File: config.mk
export PLATFORM = sky130hd
export DESIGN_NAME = utx_async_tx
export DESIGN_NICKNAME = d
export VERILOG_FILES = /design/src/design/utx_pkg.sv /design/src/design/utx_async_tx.sv
export SDC_FILE = /design/constraint.sdc
export NUM_CORES = 1
export LEC_CHECK = 0
export BUFFER_PORTS_ARGS = -buffer_cell sky130_fd_sc_hd__buf_2
export CORE_ASPECT_RATIO = 1.4
export CORE_UTILIZATION = 40
export DETAILED_ROUTE_END_ITERATION = 8
export SLEW_MARGIN = 20
export SYNTH_ARGS = -nofsm -noshare
export SYNTH_HDL_FRONTEND = slang
export SYNTH_SLANG_ARGS = --single-unit
File: constraint.sdc
create_clock -name ref_clk -period 1.8 [get_ports ref_clk]
set_clock_uncertainty 0.05 [all_clocks]
set_input_delay 0.18 -clock ref_clk [delete_from_list [all_inputs] [get_ports ref_clk]]
set_output_delay 0.18 -clock ref_clk [all_outputs]
set_load 0.05 [all_outputs]
File: src/design/utx_pkg.sv
// Purpose: shared constants and types of the asynchronous serial transmitter
// Assumes: 32-bit Avalon-MM register window, byte addresses, one word per register
// Notes:   all registers are eight bits wide and sit in byte lane 0
package utx_pkg;

   // ----------------------------------------------------------------
   // register map (byte addresses)
   // ----------------------------------------------------------------
   localparam int         ADDR_W           = 5;
   localparam logic [4:0] OFS_TX_STAT_CTRL = 5'h00;
   localparam logic [4:0] OFS_PORT_CTRL    = 5'h04;
   localparam logic [4:0] OFS_TX_HOLD      = 5'h08;
   localparam logic [4:0] OFS_BAUD_DIV     = 5'h0c;
   localparam logic [4:0] OFS_TX_FLAGS     = 5'h10;

   // ----------------------------------------------------------------
   // field positions
   // ----------------------------------------------------------------
   localparam int BIT_NINE_SEL   = 6;
   localparam int BIT_TX_EN      = 5;
   localparam int BIT_SYNC_SEL   = 4;
   localparam int BIT_SR_EMPTY   = 1;
   localparam int BIT_NINTH_VAL  = 0;
   localparam int BIT_PORT_EN    = 7;
   localparam int BIT_BUF_EMPTY  = 0;
   localparam int BIT_BUF_IRQ_EN = 1;

   // ----------------------------------------------------------------
   // reset values and timing
   // ----------------------------------------------------------------
   localparam logic [7:0]  RST_BAUD_DIV    = 8'h00;
   localparam logic [7:0]  RST_HOLD        = 8'h00;
   localparam logic [5:0]  PRESCALE_LAST   = 6'h3f;
   localparam logic [2:0]  DATA_LAST       = 3'h7;
   localparam logic [31:0] RDATA_UNMAPPED  = 32'h0000_0000;

   // register select decoded from the bus address
   typedef enum logic [2:0] {
      UTX_SEL_NONE  = 3'h0,
      UTX_SEL_STAT  = 3'h1,
      UTX_SEL_PORT  = 3'h2,
      UTX_SEL_HOLD  = 3'h3,
      UTX_SEL_BAUD  = 3'h4,
      UTX_SEL_FLAGS = 3'h5
   } utx_sel_t;

   // gray codes along idle -> loaded -> start -> data -> ninth -> stop
   typedef enum logic [2:0] {
      UTX_IDLE   = 3'b000,
      UTX_LOADED = 3'b001,
      UTX_START  = 3'b011,
      UTX_DATA   = 3'b010,
      UTX_NINTH  = 3'b110,
      UTX_STOP   = 3'b111
   } utx_state_t;

endpackage : utx_pkg

File: src/design/utx_async_tx.sv
// Purpose: asynchronous-mode serial transmitter with baud generator and registers
// Assumes: ref_clk is the device oscillator; sleep_req comes from logic on ref_clk
// Notes:   receiver and synchronous mode are not part of this block
//
// Function
// RULE1: NRZ frame, one start, 8/9 data, one stop
// RULE2: baud generator with 8-bit divisor register
// RULE3: transmit independent, shares format and rate
// RULE4: baud generator ticks at 64x bit rate
// RULE5: no parity; ninth bit carries software parity
// RULE6: all async operation halts during sleep
// RULE7: async selected when sync select bit 4 clear
// RULE8: shift reg reloads only after stop bit
// RULE9: transfer at baud cycle end sets empty flag
// RULE10: empty flag set regardless of irq enable
// RULE11: flag cleared only by holding buffer write
// RULE12: bit 1 shows shift register empty, polled
// RULE13: shift register not software addressable
// RULE14: tx enable bit 5; shift needs data, tick
// RULE15: data first then enable also starts frame
// RULE16: write to empty shifter transfers at once
// RULE17: clearing tx enable aborts, pin released
// RULE18: nine-bit select bit 6, value bit 0
// RULE19: software writes ninth bit before data
// RULE20: software follows the documented setup order
// RULE21: clearing port or tx enable resets transmitter
// RULE22: rate is clock over 64 times divisor+1
// RULE23: divisor write clears the baud timer
// RULE24: reset clears divisor register to zero
// RULE25: data sent lsb first, ninth bit last
// RULE26: idle line high, start low, stop high
`timescale 1ns/1ps
`default_nettype none

module utx_async_tx
   import utx_pkg::*;
#(
   parameter int DIV_W = 8
) (
   input  wire logic              ref_clk,
   input  wire logic              rst,
   input  wire logic [ADDR_W-1:0] avs_address,
   input  wire logic              avs_read,
   input  wire logic              avs_write,
   input  wire logic [31:0]       avs_writedata,
   input  wire logic [3:0]        avs_byteenable,
   output var  logic [31:0]       avs_readdata,
   output var  logic              avs_waitrequest,
   input  wire logic              sleep_req,
   output var  logic              tx_pin_o,
   output var  logic              tx_pin_oe,
   output var  logic              tx_irq_req
);

   // ----------------------------------------------------------------
   // elaboration checks
   // ----------------------------------------------------------------
   if (DIV_W != 8) begin : g_bad_div_w
      $error("utx_async_tx: divisor width must be 8");
   end

   // the register map must decode on exactly the bus address bits
   if ($bits(OFS_TX_FLAGS) != ADDR_W) begin : g_bad_addr_w
      $error("utx_async_tx: register offsets must match the address width");
   end

   // the x64 rate relies on the prescaler wrapping through all its states
   if (PRESCALE_LAST != '1) begin : g_bad_prescale
      $error("utx_async_tx: prescaler must count through all of its states");
   end

   // a frame always carries eight data bits before the optional ninth
   if (DATA_LAST != '1) begin : g_bad_data_last
      $error("utx_async_tx: bit counter must cover eight data bits");
   end

   // ----------------------------------------------------------------
   // decode
   // ----------------------------------------------------------------
   function automatic utx_sel_t reg_sel(input logic [ADDR_W-1:0] addr);
      case (addr)
         OFS_TX_STAT_CTRL: reg_sel = UTX_SEL_STAT;
         OFS_PORT_CTRL:    reg_sel = UTX_SEL_PORT;
         OFS_TX_HOLD:      reg_sel = UTX_SEL_HOLD;
         OFS_BAUD_DIV:     reg_sel = UTX_SEL_BAUD;
         OFS_TX_FLAGS:     reg_sel = UTX_SEL_FLAGS;
         default:          reg_sel = UTX_SEL_NONE;
      endcase
   endfunction : reg_sel

   logic             wait_q;
   logic [31:0]      rdata_q;
   logic             nine_sel_q;
   logic             tx_en_q;
   logic             sync_sel_q;
   logic             ninth_val_q;
   logic             port_en_q;
   logic             irq_en_q;
   logic [DIV_W-1:0] baud_div_q;
   logic [7:0]       hold_q;
   logic             hold_full_q;
   logic [DIV_W-1:0] div_cnt_q;
   logic [5:0]       pre_cnt_q;
   logic             bit_tick;
   logic [8:0]       shift_q;
   logic [2:0]       bit_cnt_q;
   utx_state_t       state_q;
   utx_state_t       state_d;
   logic             line_d;
   logic             data_bit;
   logic             tx_line_q;
   logic             oe_q;
   logic             irq_q;
   logic             wr_acc;
   logic             wr_lane0;
   utx_sel_t         wsel;
   logic             tx_active;
   logic             run;
   logic             transfer;

   // ----------------------------------------------------------------
   // avalon slave: waitrequest drops for one cycle per request
   // ----------------------------------------------------------------
   // a write takes effect at the edge where the master sees waitrequest low
   assign wr_acc   = avs_write && !wait_q;
   assign wr_lane0 = wr_acc && avs_byteenable[0];
   assign wsel     = reg_sel(avs_address);

   always_ff @(posedge ref_clk) begin
      if (rst) begin
         wait_q <= 1'b1;
      end else if (wait_q && (avs_read || avs_write)) begin
         wait_q <= 1'b0;
      end else begin
         wait_q <= 1'b1;
      end
   end

   always_ff @(posedge ref_clk) begin
      if (rst) begin
         rdata_q <= RDATA_UNMAPPED;
      end else if (wait_q && avs_read) begin
         rdata_q <= RDATA_UNMAPPED;
         case (reg_sel(avs_address))
            UTX_SEL_STAT: begin
               rdata_q[BIT_NINE_SEL]  <= nine_sel_q;
               rdata_q[BIT_TX_EN]     <= tx_en_q;
               rdata_q[BIT_SYNC_SEL]  <= sync_sel_q;
               rdata_q[BIT_SR_EMPTY]  <= (state_q == UTX_IDLE);     // RULE12
               rdata_q[BIT_NINTH_VAL] <= ninth_val_q;
            end
            UTX_SEL_PORT:  rdata_q[BIT_PORT_EN] <= port_en_q;
            UTX_SEL_HOLD:  rdata_q[7:0] <= hold_q;                  // RULE13
            UTX_SEL_BAUD:  rdata_q[DIV_W-1:0] <= baud_div_q;
            UTX_SEL_FLAGS: begin
               rdata_q[BIT_BUF_EMPTY]  <= !hold_full_q;
               rdata_q[BIT_BUF_IRQ_EN] <= irq_en_q;
            end
            default:       rdata_q <= RDATA_UNMAPPED;
         endcase
      end
   end

   // ----------------------------------------------------------------
   // control registers
   // ----------------------------------------------------------------
   always_ff @(posedge ref_clk) begin
      if (rst) begin
         nine_sel_q  <= 1'b0;
         tx_en_q     <= 1'b0;
         sync_sel_q  <= 1'b0;
         ninth_val_q <= 1'b0;
      end else if (wr_lane0 && wsel == UTX_SEL_STAT) begin
         nine_sel_q  <= avs_writedata[BIT_NINE_SEL];                // RULE18
         tx_en_q     <= avs_writedata[BIT_TX_EN];                   // RULE14
         sync_sel_q  <= avs_writedata[BIT_SYNC_SEL];
         ninth_val_q <= avs_writedata[BIT_NINTH_VAL];               // RULE5
      end
   end

   always_ff @(posedge ref_clk) begin
      if (rst) begin
         port_en_q <= 1'b0;
      end else if (wr_lane0 && wsel == UTX_SEL_PORT) begin
         port_en_q <= avs_writedata[BIT_PORT_EN];
      end
   end

   always_ff @(posedge ref_clk) begin
      if (rst) begin
         irq_en_q <= 1'b0;
      end else if (wr_lane0 && wsel == UTX_SEL_FLAGS) begin
         irq_en_q <= avs_writedata[BIT_BUF_IRQ_EN];
      end
   end

   always_ff @(posedge ref_clk) begin
      if (rst) begin
         baud_div_q <= RST_BAUD_DIV;                                // RULE24
      end else if (wr_lane0 && wsel == UTX_SEL_BAUD) begin
         baud_div_q <= avs_writedata[DIV_W-1:0];                    // RULE2
      end
   end

   // ----------------------------------------------------------------
   // holding buffer and its empty flag
   // ----------------------------------------------------------------
   // the buffer survives a disabled transmitter so data may be queued first
   always_ff @(posedge ref_clk) begin
      if (rst) begin
         hold_q <= RST_HOLD;
      end else if (wr_lane0 && wsel == UTX_SEL_HOLD) begin
         hold_q <= avs_writedata[7:0];
      end
   end

   // a fresh write beats a same-cycle transfer: the new byte still waits
   always_ff @(posedge ref_clk) begin
      if (rst) begin
         hold_full_q <= 1'b0;
      end else if (wr_lane0 && wsel == UTX_SEL_HOLD) begin
         hold_full_q <= 1'b1;                                       // RULE11
      end else if (transfer) begin
         hold_full_q <= 1'b0;                                       // RULE9 RULE10
      end
   end

   // follows the empty flag; the enable only gates the request, never the flag
   always_ff @(posedge ref_clk) begin
      if (rst) begin
         irq_q <= 1'b0;
      end else begin
         irq_q <= !hold_full_q && irq_en_q;                         // RULE10
      end
   end

   // ----------------------------------------------------------------
   // baud generator
   // ----------------------------------------------------------------
   assign tx_active = port_en_q && tx_en_q && !sync_sel_q;          // RULE7 RULE21
   assign run       = !sleep_req;                                   // RULE6

   // serves the transmitter; a cleared port enable holds it at zero and sleep_req freezes it
   always_ff @(posedge ref_clk) begin
      if (rst || !port_en_q || (wr_lane0 && wsel == UTX_SEL_BAUD)) begin
         div_cnt_q <= '0;                                           // RULE23
         pre_cnt_q <= '0;
      end else if (run) begin                                       // RULE3
         if (div_cnt_q == baud_div_q) begin                         // RULE22
            div_cnt_q <= '0;
            pre_cnt_q <= pre_cnt_q + 6'h01;                         // RULE4
         end else begin
            div_cnt_q <= div_cnt_q + {{(DIV_W-1){1'b0}}, 1'b1};
         end
      end
   end

   assign bit_tick = run && port_en_q && (div_cnt_q == baud_div_q)
                     && (pre_cnt_q == PRESCALE_LAST);

   // ----------------------------------------------------------------
   // transmit sequencer
   // ----------------------------------------------------------------
   always_comb begin
      state_d  = state_q;
      transfer = 1'b0;
      if (run) begin
         case (state_q)
            UTX_IDLE: begin
               if (hold_full_q) begin
                  state_d  = UTX_LOADED;                            // RULE16 RULE15
                  transfer = 1'b1;
               end
            end
            UTX_LOADED: begin
               if (bit_tick) begin
                  state_d = UTX_START;                              // RULE14
               end
            end
            UTX_START: begin
               if (bit_tick) begin
                  state_d = UTX_DATA;
               end
            end
            UTX_DATA: begin
               if (bit_tick && bit_cnt_q == DATA_LAST) begin
                  state_d = nine_sel_q ? UTX_NINTH : UTX_STOP;      // RULE18
               end
            end
            UTX_NINTH: begin
               if (bit_tick) begin
                  state_d = UTX_STOP;
               end
            end
            UTX_STOP: begin
               if (bit_tick) begin
                  transfer = hold_full_q;                           // RULE8 RULE9
                  state_d  = hold_full_q ? UTX_START : UTX_IDLE;
               end
            end
            default: state_d = UTX_IDLE;
         endcase
      end
      // applied last so an abort wins over any tick or pending transfer
      if (!tx_active) begin
         state_d  = UTX_IDLE;                                       // RULE17 RULE21
         transfer = 1'b0;
      end
   end

   always_ff @(posedge ref_clk) begin
      if (rst) begin
         state_q <= UTX_IDLE;
      end else begin
         state_q <= state_d;
      end
   end

   always_ff @(posedge ref_clk) begin
      if (rst) begin
         shift_q   <= '0;
         bit_cnt_q <= '0;
      end else if (transfer) begin
         // the ninth bit value is taken with the byte, so a later status write
         // cannot change it; the nine-bit select is still read when the data bits end
         shift_q   <= {ninth_val_q, hold_q};                        // RULE19
         bit_cnt_q <= '0;
      end else if (bit_tick && state_q == UTX_DATA) begin
         shift_q   <= {1'b0, shift_q[8:1]};                         // RULE25
         bit_cnt_q <= bit_cnt_q + 3'h1;
      end
   end

   // ----------------------------------------------------------------
   // line driver
   // ----------------------------------------------------------------
   // the shifter moves on the same tick that launches the next bit, so the
   // bit about to leave sits one place up; the ninth bit follows bit seven
   // down the same path, leaves from position one and is then held from position zero
   always_comb begin
      if (state_q == UTX_DATA && bit_tick) begin
         data_bit = shift_q[1];
      end else begin
         data_bit = shift_q[0];
      end
   end

   always_comb begin
      case (state_d)
         UTX_START: line_d = 1'b0;                                  // RULE26 RULE1
         UTX_DATA:  line_d = data_bit;                              // RULE25
         UTX_NINTH: line_d = data_bit;                              // RULE25 RULE18
         default:   line_d = 1'b1;                                  // RULE26
      endcase
   end

   always_ff @(posedge ref_clk) begin
      if (rst) begin
         tx_line_q <= 1'b1;
         oe_q      <= 1'b0;
      end else begin
         tx_line_q <= line_d;
         oe_q      <= tx_active;                                    // RULE17
      end
   end

   assign avs_readdata    = rdata_q;
   assign avs_waitrequest = wait_q;
   assign tx_pin_o        = tx_line_q;
   assign tx_pin_oe       = oe_q;
   assign tx_irq_req      = irq_q;

endmodule : utx_async_tx

`default_nettype wire

* After elaboration in Yosys (flattened, before gate mapping) *
Cells that the tools add are included.

word-level totals
  flip-flop bits (word level) = 64
  input bits = 46
  word-level logic and storage cells = 111
  output and inout port bits = 36

cells by class
  reduce and logical (&&, ||, !) cells = 32
  multiplexer cells = 31
  add/sub/neg operators = 3
  equal/unequal tests = 25
  bitwise gates (word level) = 1

operators with widths
  cell                                                  count
  two-way mux 3 bit                                     10
  equality test 3 x 2 -> 1 bit (second input constant)  8
  equality test 3 bit (second input constant)           8
  two-way mux 9 bit                                     2
  case mux 3 bit (6 select lines)                       1
  logical AND 1 bit                                     17
  case mux 3 bit (5 select lines)                       1
  equality test 5 x 4 -> 1 bit (second input constant)  2
  equality test 3 x 1 -> 1 bit (second input constant)  3
  two-way mux 1 bit                                     9
  case mux 3 bit (3 select lines)                       1
  adder 8 x 1 -> 8 bit (second input constant)          1
  equality test 8 bit                                   1
  two-way mux 8 bit                                     1
  case mux 2 bit (4 select lines)                       1
  adder 6 x 1 -> 6 bit (second input constant)          1
  equality test 6 bit (second input constant)           1
  equality test 5 x 3 -> 1 bit (second input constant)  1
  equality test 5 bit (second input constant)           1
  zero test 1 bit                                       5
  zero test 5 bit                                       1
  case mux 1 bit (2 select lines)                       2
  case mux 2 bit (2 select lines)                       1
  nonzero test 2 bit                                    2
  other kinds (8)                                       11

* Depth between registers and ports, before layout *
  word-level depth = 12
  mapped depth = 9
  depth with buffers taken out = 7

* Least setup slack after synthesis *
No wires, ideal clock.

  path kind = reg2reg
  from = register pre_cnt_q[0]
  to = register tx_line_q, in the netlist tx_pin_o
  slack = -157 ps
  stages on the path, launching flop included = 8
  data required time = 1629 ps
  library setup time = 121 ps
  path buffers = 0
  clock period less this slack = 1957 ps
  data arrival time = 1786 ps
  cells stage by stage = dfxtp_1 > ha_1 > nand4_2 > or2_1 > nor4_2 > nor4b_1 > nor3_2 > mux2_4

between the ends
  word-level cells in the longest chain between the ends = 10
  elaborated cells between the ends (all ways) = 18

ends and longest elaborated chain
  what                                                                 RTL line             RTL
  start, declared                                                      utx_async_tx.sv:103  logic [5:0] pre_cnt_q;
  start signal, assigned                                               utx_async_tx.sv:251  pre_cnt_q <= pre_cnt_q + 6'h01;
  equality test 6 bit *                                                utx_async_tx.sv:259  && (pre_cnt_q == PRESCALE_LAST);
  logical AND 1 bit *                                                  utx_async_tx.sv:259
  logical AND 1 bit                                                    utx_async_tx.sv:286  if (bit_tick && bit_cnt_q == DATA_LAST) begin
  two-way mux 3 bit                                                    utx_async_tx.sv:286
  case mux 3 bit (6 select lines)                                      utx_async_tx.sv:268  case (state_q)
  two-way mux 3 bit                                                    utx_async_tx.sv:267  if (run) begin
  two-way mux 3 bit                                                    utx_async_tx.sv:305  if (!tx_active) begin
  equality test 3 bit or equality test 3 x 2 -> 1 bit (tied branches)  utx_async_tx.sv:349  case (state_d)
  OR reduction 2 bit (no line)                                         --
  case mux 1 bit (2 select lines) *                                    utx_async_tx.sv:349
  end signal, assigned                                                 utx_async_tx.sv:362  tx_line_q <= line_d;
  end, declared                                                        utx_async_tx.sv:111  logic tx_line_q;

Every way passes the cells marked *; elsewhere a longest branch is shown, timed or not.
A chain may end at the register's enable or synchronous reset.

* Worst setup path in the final report *
  from = register baud_div_q[4]
  to = register tx_line_q, in the netlist tx_pin_o

between the ends
  word-level cells in the longest chain between the ends = 11
  elaborated cells between the ends (all ways) = 19

ends and longest elaborated chain
  what                                                                 RTL line             RTL
  start, declared                                                      utx_async_tx.sv:99   logic [DIV_W-1:0] baud_div_q;
  start signal, assigned                                               utx_async_tx.sv:201  baud_div_q <= avs_writedata[DIV_W-1:0];
  equality test 8 bit *                                                utx_async_tx.sv:258  assign bit_tick = run && port_en_q && (div_cnt_q == baud_div_q)
  logical AND 1 bit *                                                  utx_async_tx.sv:258
  logical AND 1 bit *                                                  utx_async_tx.sv:259
  logical AND 1 bit                                                    utx_async_tx.sv:286
  two-way mux 3 bit                                                    utx_async_tx.sv:286
  case mux 3 bit (6 select lines)                                      utx_async_tx.sv:268
  two-way mux 3 bit                                                    utx_async_tx.sv:267
  two-way mux 3 bit                                                    utx_async_tx.sv:305
  equality test 3 bit or equality test 3 x 2 -> 1 bit (tied branches)  utx_async_tx.sv:349
  OR reduction 2 bit (no line)                                         --
  case mux 1 bit (2 select lines) *                                    utx_async_tx.sv:349

Marked as above.

==> results by group <==
Power
  – Power share of the clock group: between 50% and 60%
  – PwrDens: approximately 800 nW/um^2
  – Internal: 2.70 mW
  – Register share of total power: between 30% and 40%
  – Combinational Power Share: 7.0%
  – Leak: around 1.8 nW
  – P_sw: a little under 900 uW
  – Final Power: between 3 and 4 mW
  – VDD IR max: 0.000556 V
  – Switching Fraction: between 20% and 30%

Place
  – Dpl hpwl: around 6300 um
  – Gpl congestion: slightly above 0.8
  – Placed insts: ~560
  – I/O Buffers: 30

Synth
  – Async SR Flop Fraction: 0%
  – Mapped Cells: approximately 380
  – Synth top area cells: dfxtp_1 38%, mux2i_1 10%, nor2_1 6.7%
  – Most frequent cells after synthesis: 64 x dfxtp_1, 61 x nor2_1, 34 x mux2i_1, 28 x buf_4, 25 x nand2_1
  – Ys flop type: dfxtp_1
  – Most frequent cell after synthesis: dfxtp_1
  – Netlist Area Pre-Place: 3400 um^2
  – Syn. warnings: 0
  – EDFF count, synth: 0
  – Post-synth top area share: 37.6%
  – Post-synth cell types: 57
  – FF+latch count, synth: 64
  – Sequential-to-total area share from yosys stat: 37.6%
  – Cell taking the most area after synthesis: dfxtp_1
  – Syn avg cell area: 8.87 um^2

Detailed routing
  – Routed len/inst: 14.4 um
  – Drt initial violations: 127
  – Remaining routing DRC violations: 0
  – Via/cell ratio: between 5 and 6
  – Final ANT Viol Nets: 0
  – Drt total wl: 8350 um
  – Total number of vias: 2,949
  – DRT Pass-1 Iters: 4

Timing
  – Slew Viols, Final: 0
  – Final period util: 108%
  – Final setup margin: -148 ps
  – Max Clk Rate: 0.513 GHz
  – Relative slew slack: around 61%
  – Post-layout min period: about 1900 ps
  – Unrepaired setup endpoints after global routing: true
  – Final hold vios: 0
  – Worst-Margin Slew: between 500 and 600 ps
  – Final setup vio count: 8

Worst setup path
  – Crit-path max cell delay: 340 ps
  – Cell family with most CP delay: simple AND/OR/NAND/NOR gates
  – Crit-path slowest cell: dfxtp_2
  – Buf/Inv on CP: 1
  – CP Class: reg -> reg
  – Critical Path RT: 1980 ps
  – Crit-path max FO: 6
  – Endpoint arrival time on the critical path: approximately 2100 ps
  – Worst Setup Start Kind: flip-flop
  – Critical Path Sink Type: flip-flop
  – Cells along the critical path: xnor2_2 > and4_1 > buf_6 > nand3_2 > and4b_1 > nor3_2 > mux2_4

Clocking
  – Clk_lat worst skew: about 340 ps
  – H-tree Lvls: 3
  – Clock Tree Buf Depth: 2
  – CTS Hold Buffers Added: 0
  – CTS Sinks: 64
  – Root buffer cell: clkbuf_16
  – CTS buffer count: 9
  – Clock Pin Slew Worst Setup and Hold Paths: 60 ps
  – CTS tree: done

Floorplanning
  – Core Box Area: 8200 um^2
  – Die Wd: around 80 um
  – I/O Pins: 82
  – Die area: around 9000 um^2
  – # rows: 39
  – Starting Density: between 40% and 50%
  – Die height: ~110 um

Layout
  – Nets: between 500 and 600
  – Finished Layout Cells: between 500 and 600
  – Area Overhead vs Synth: 32.9%
  – Antenna cell count: 0
  – Layout cell share with drive strength beyond 1: a little over a third

GRT
  – GRT met2 Usage: between 30% and 40%
  – GR Util All Layers: 20.3%
  – Initial antenna violation count: 0
  – First-pass GRT wire length: ~14,000 um
  – Largest net degree at the start of global routing: 27
  – Vias in the first global route: around 3,000
  – GRT busiest layer: met2
  – GR Util met1: about a fifth
  – Met3 GRT Util: under 10%
  – Overflow after GRT: 0

Flow run
  – Maxcap violations: 0

Min path
  – Hold Crit Class: in -> reg

Status
  – Status: finished with violations
  – Failing checks: setup timing
[state kept, by name, summed over array words and instances, names as in the netlist, 3 cells and up]
name / count
hold_q: 8
state_q: 3
shift_q: 9
pre_cnt_q: 6
div_cnt_q: 8
avs_readdata: 8
baud_div_q: 8
bit_cnt_q: 3
[worst paths after layout]
check                                     start         endpoint  slack, ps  cells past startpoint
worst max-delay path              baud_div_q[4]         tx_pin_o       -150                      7
worst min-delay path                  avs_write  avs_waitrequest         20                      2
worst max register to register    baud_div_q[4]         tx_pin_o       -150                      7
worst min register to register  avs_waitrequest  avs_waitrequest        400                      1
[cells by family (layout without fill, tap and decap cells)]
kind of cell,Yosys count,in the layout,synth area share [%]
AO/OA/AOI/OAI,50,50,9.63
XOR/XNOR,21,21,5.40
adder cells (fa/ha/maj),4,4,1.47
buffers and inverters,51,122,9.41
flip-flops,64,64,37.6
multiplexers,36,36,10.8
other,1,24,0.110
AND/OR/NAND/NOR,157,157,25.6
[metrics by stage]
step           setup TNS [ps]  setup slack [ps]  hold slack [ps]  utilization (%)  instance area (um^2)
4_1_cts                  -462              -125             4.92             54.3                  4450
5_1_grt                 -1600              -216             24.3             55.2                  4520
2_1_floorplan           -51.6             -51.6              225                -                  3540
6_report                 -452              -148             17.3             55.2                  4520
3_5_place_dp             -740              -200              357             48.8                  4000
3_3_place_gp             -362              -187              356             48.8                  4000
[layout by cell type (no fill, tap or decap), types with 5 or more instances in the layout]
cell type | netlist | layout
o21ai_1 | 0 | 5
nor3_2 | 3 | 5
nor3_1 | 11 | 9
xor2_1 | 7 | 7
buf_4 | 28 | 63
xnor2_1 | 14 | 7
o21ai_0 | 16 | 11
nor2_1 | 61 | 59
nand3_1 | 9 | 9
conb_1 | 1 | 24
a22oi_2 | 0 | 5
dfxtp_1 | 64 | 50
nand3b_1 | 5 | 5
a21oi_1 | 9 | 9
nand2_1 | 25 | 24
inv_1 | 10 | 10
a22oi_1 | 10 | 5
xnor2_2 | 0 | 7
clkbuf_16 | 0 | 9
buf_2 | 1 | 30
dfxtp_2 | 0 | 13
mux2i_1 | 34 | 33
[power groups by stage]
stage | logic [mW] | clock network (mW) | registers, mW
3_5_place_dp | 0.243 | 0 | 1.45
4_1_cts | 0.246 | 1.95 | 1.42
2_1_floorplan | 0.216 | 0 | 1.46
5_1_grt | 0.265 | 2.00 | 1.42
6_report | 0.250 | 1.91 | 1.42
3_3_place_gp | 0.242 | 0 | 1.45
[what timing repair did]
action | 4_1_cts | 5_1_grt
pin swaps | 13 | 11
endpoints found under the hold margin | 0 | 0
resized for setup | 27 | 17
endpoints found under the setup margin | 21 | 26
setup buffers | 3 | 0
[final cells by class]
| type | instances | area [um^2] |
|---|---|---|
| Clock buffer | 9 | 225 |
| Clock inverter | 7 | 103 |
| Fill cell | 744 | 3670 |
| Inverter | 10 | 37.5 |
| Multi-Input combinational cell | 292 | 2070 |
| Sequential cell | 64 | 1300 |
| Tap cell | 102 | 128 |
| Timing Repair Buffer | 96 | 657 |
[worst reg2reg max path, stage by stage, from the launching register on]
cell	delay, ps
dfxtp_2	340
xnor2_2	210
and4_1	220
buf_6	140
nand3_2	90
and4b_1	220
nor3_2	250
mux2_4	320
[layer usage]
metal | share of wire [%] | wire, um | vias up
li1 | - | - | 1462
met1 | 40 | 3370 | 1399
met2 | 53 | 4450 | 73
met3 | 3.9 | 324 | 15
met4 | 2.5 | 207 | 0
met5 | 0 | 0 | -
(Power assumes the default switching activity.)
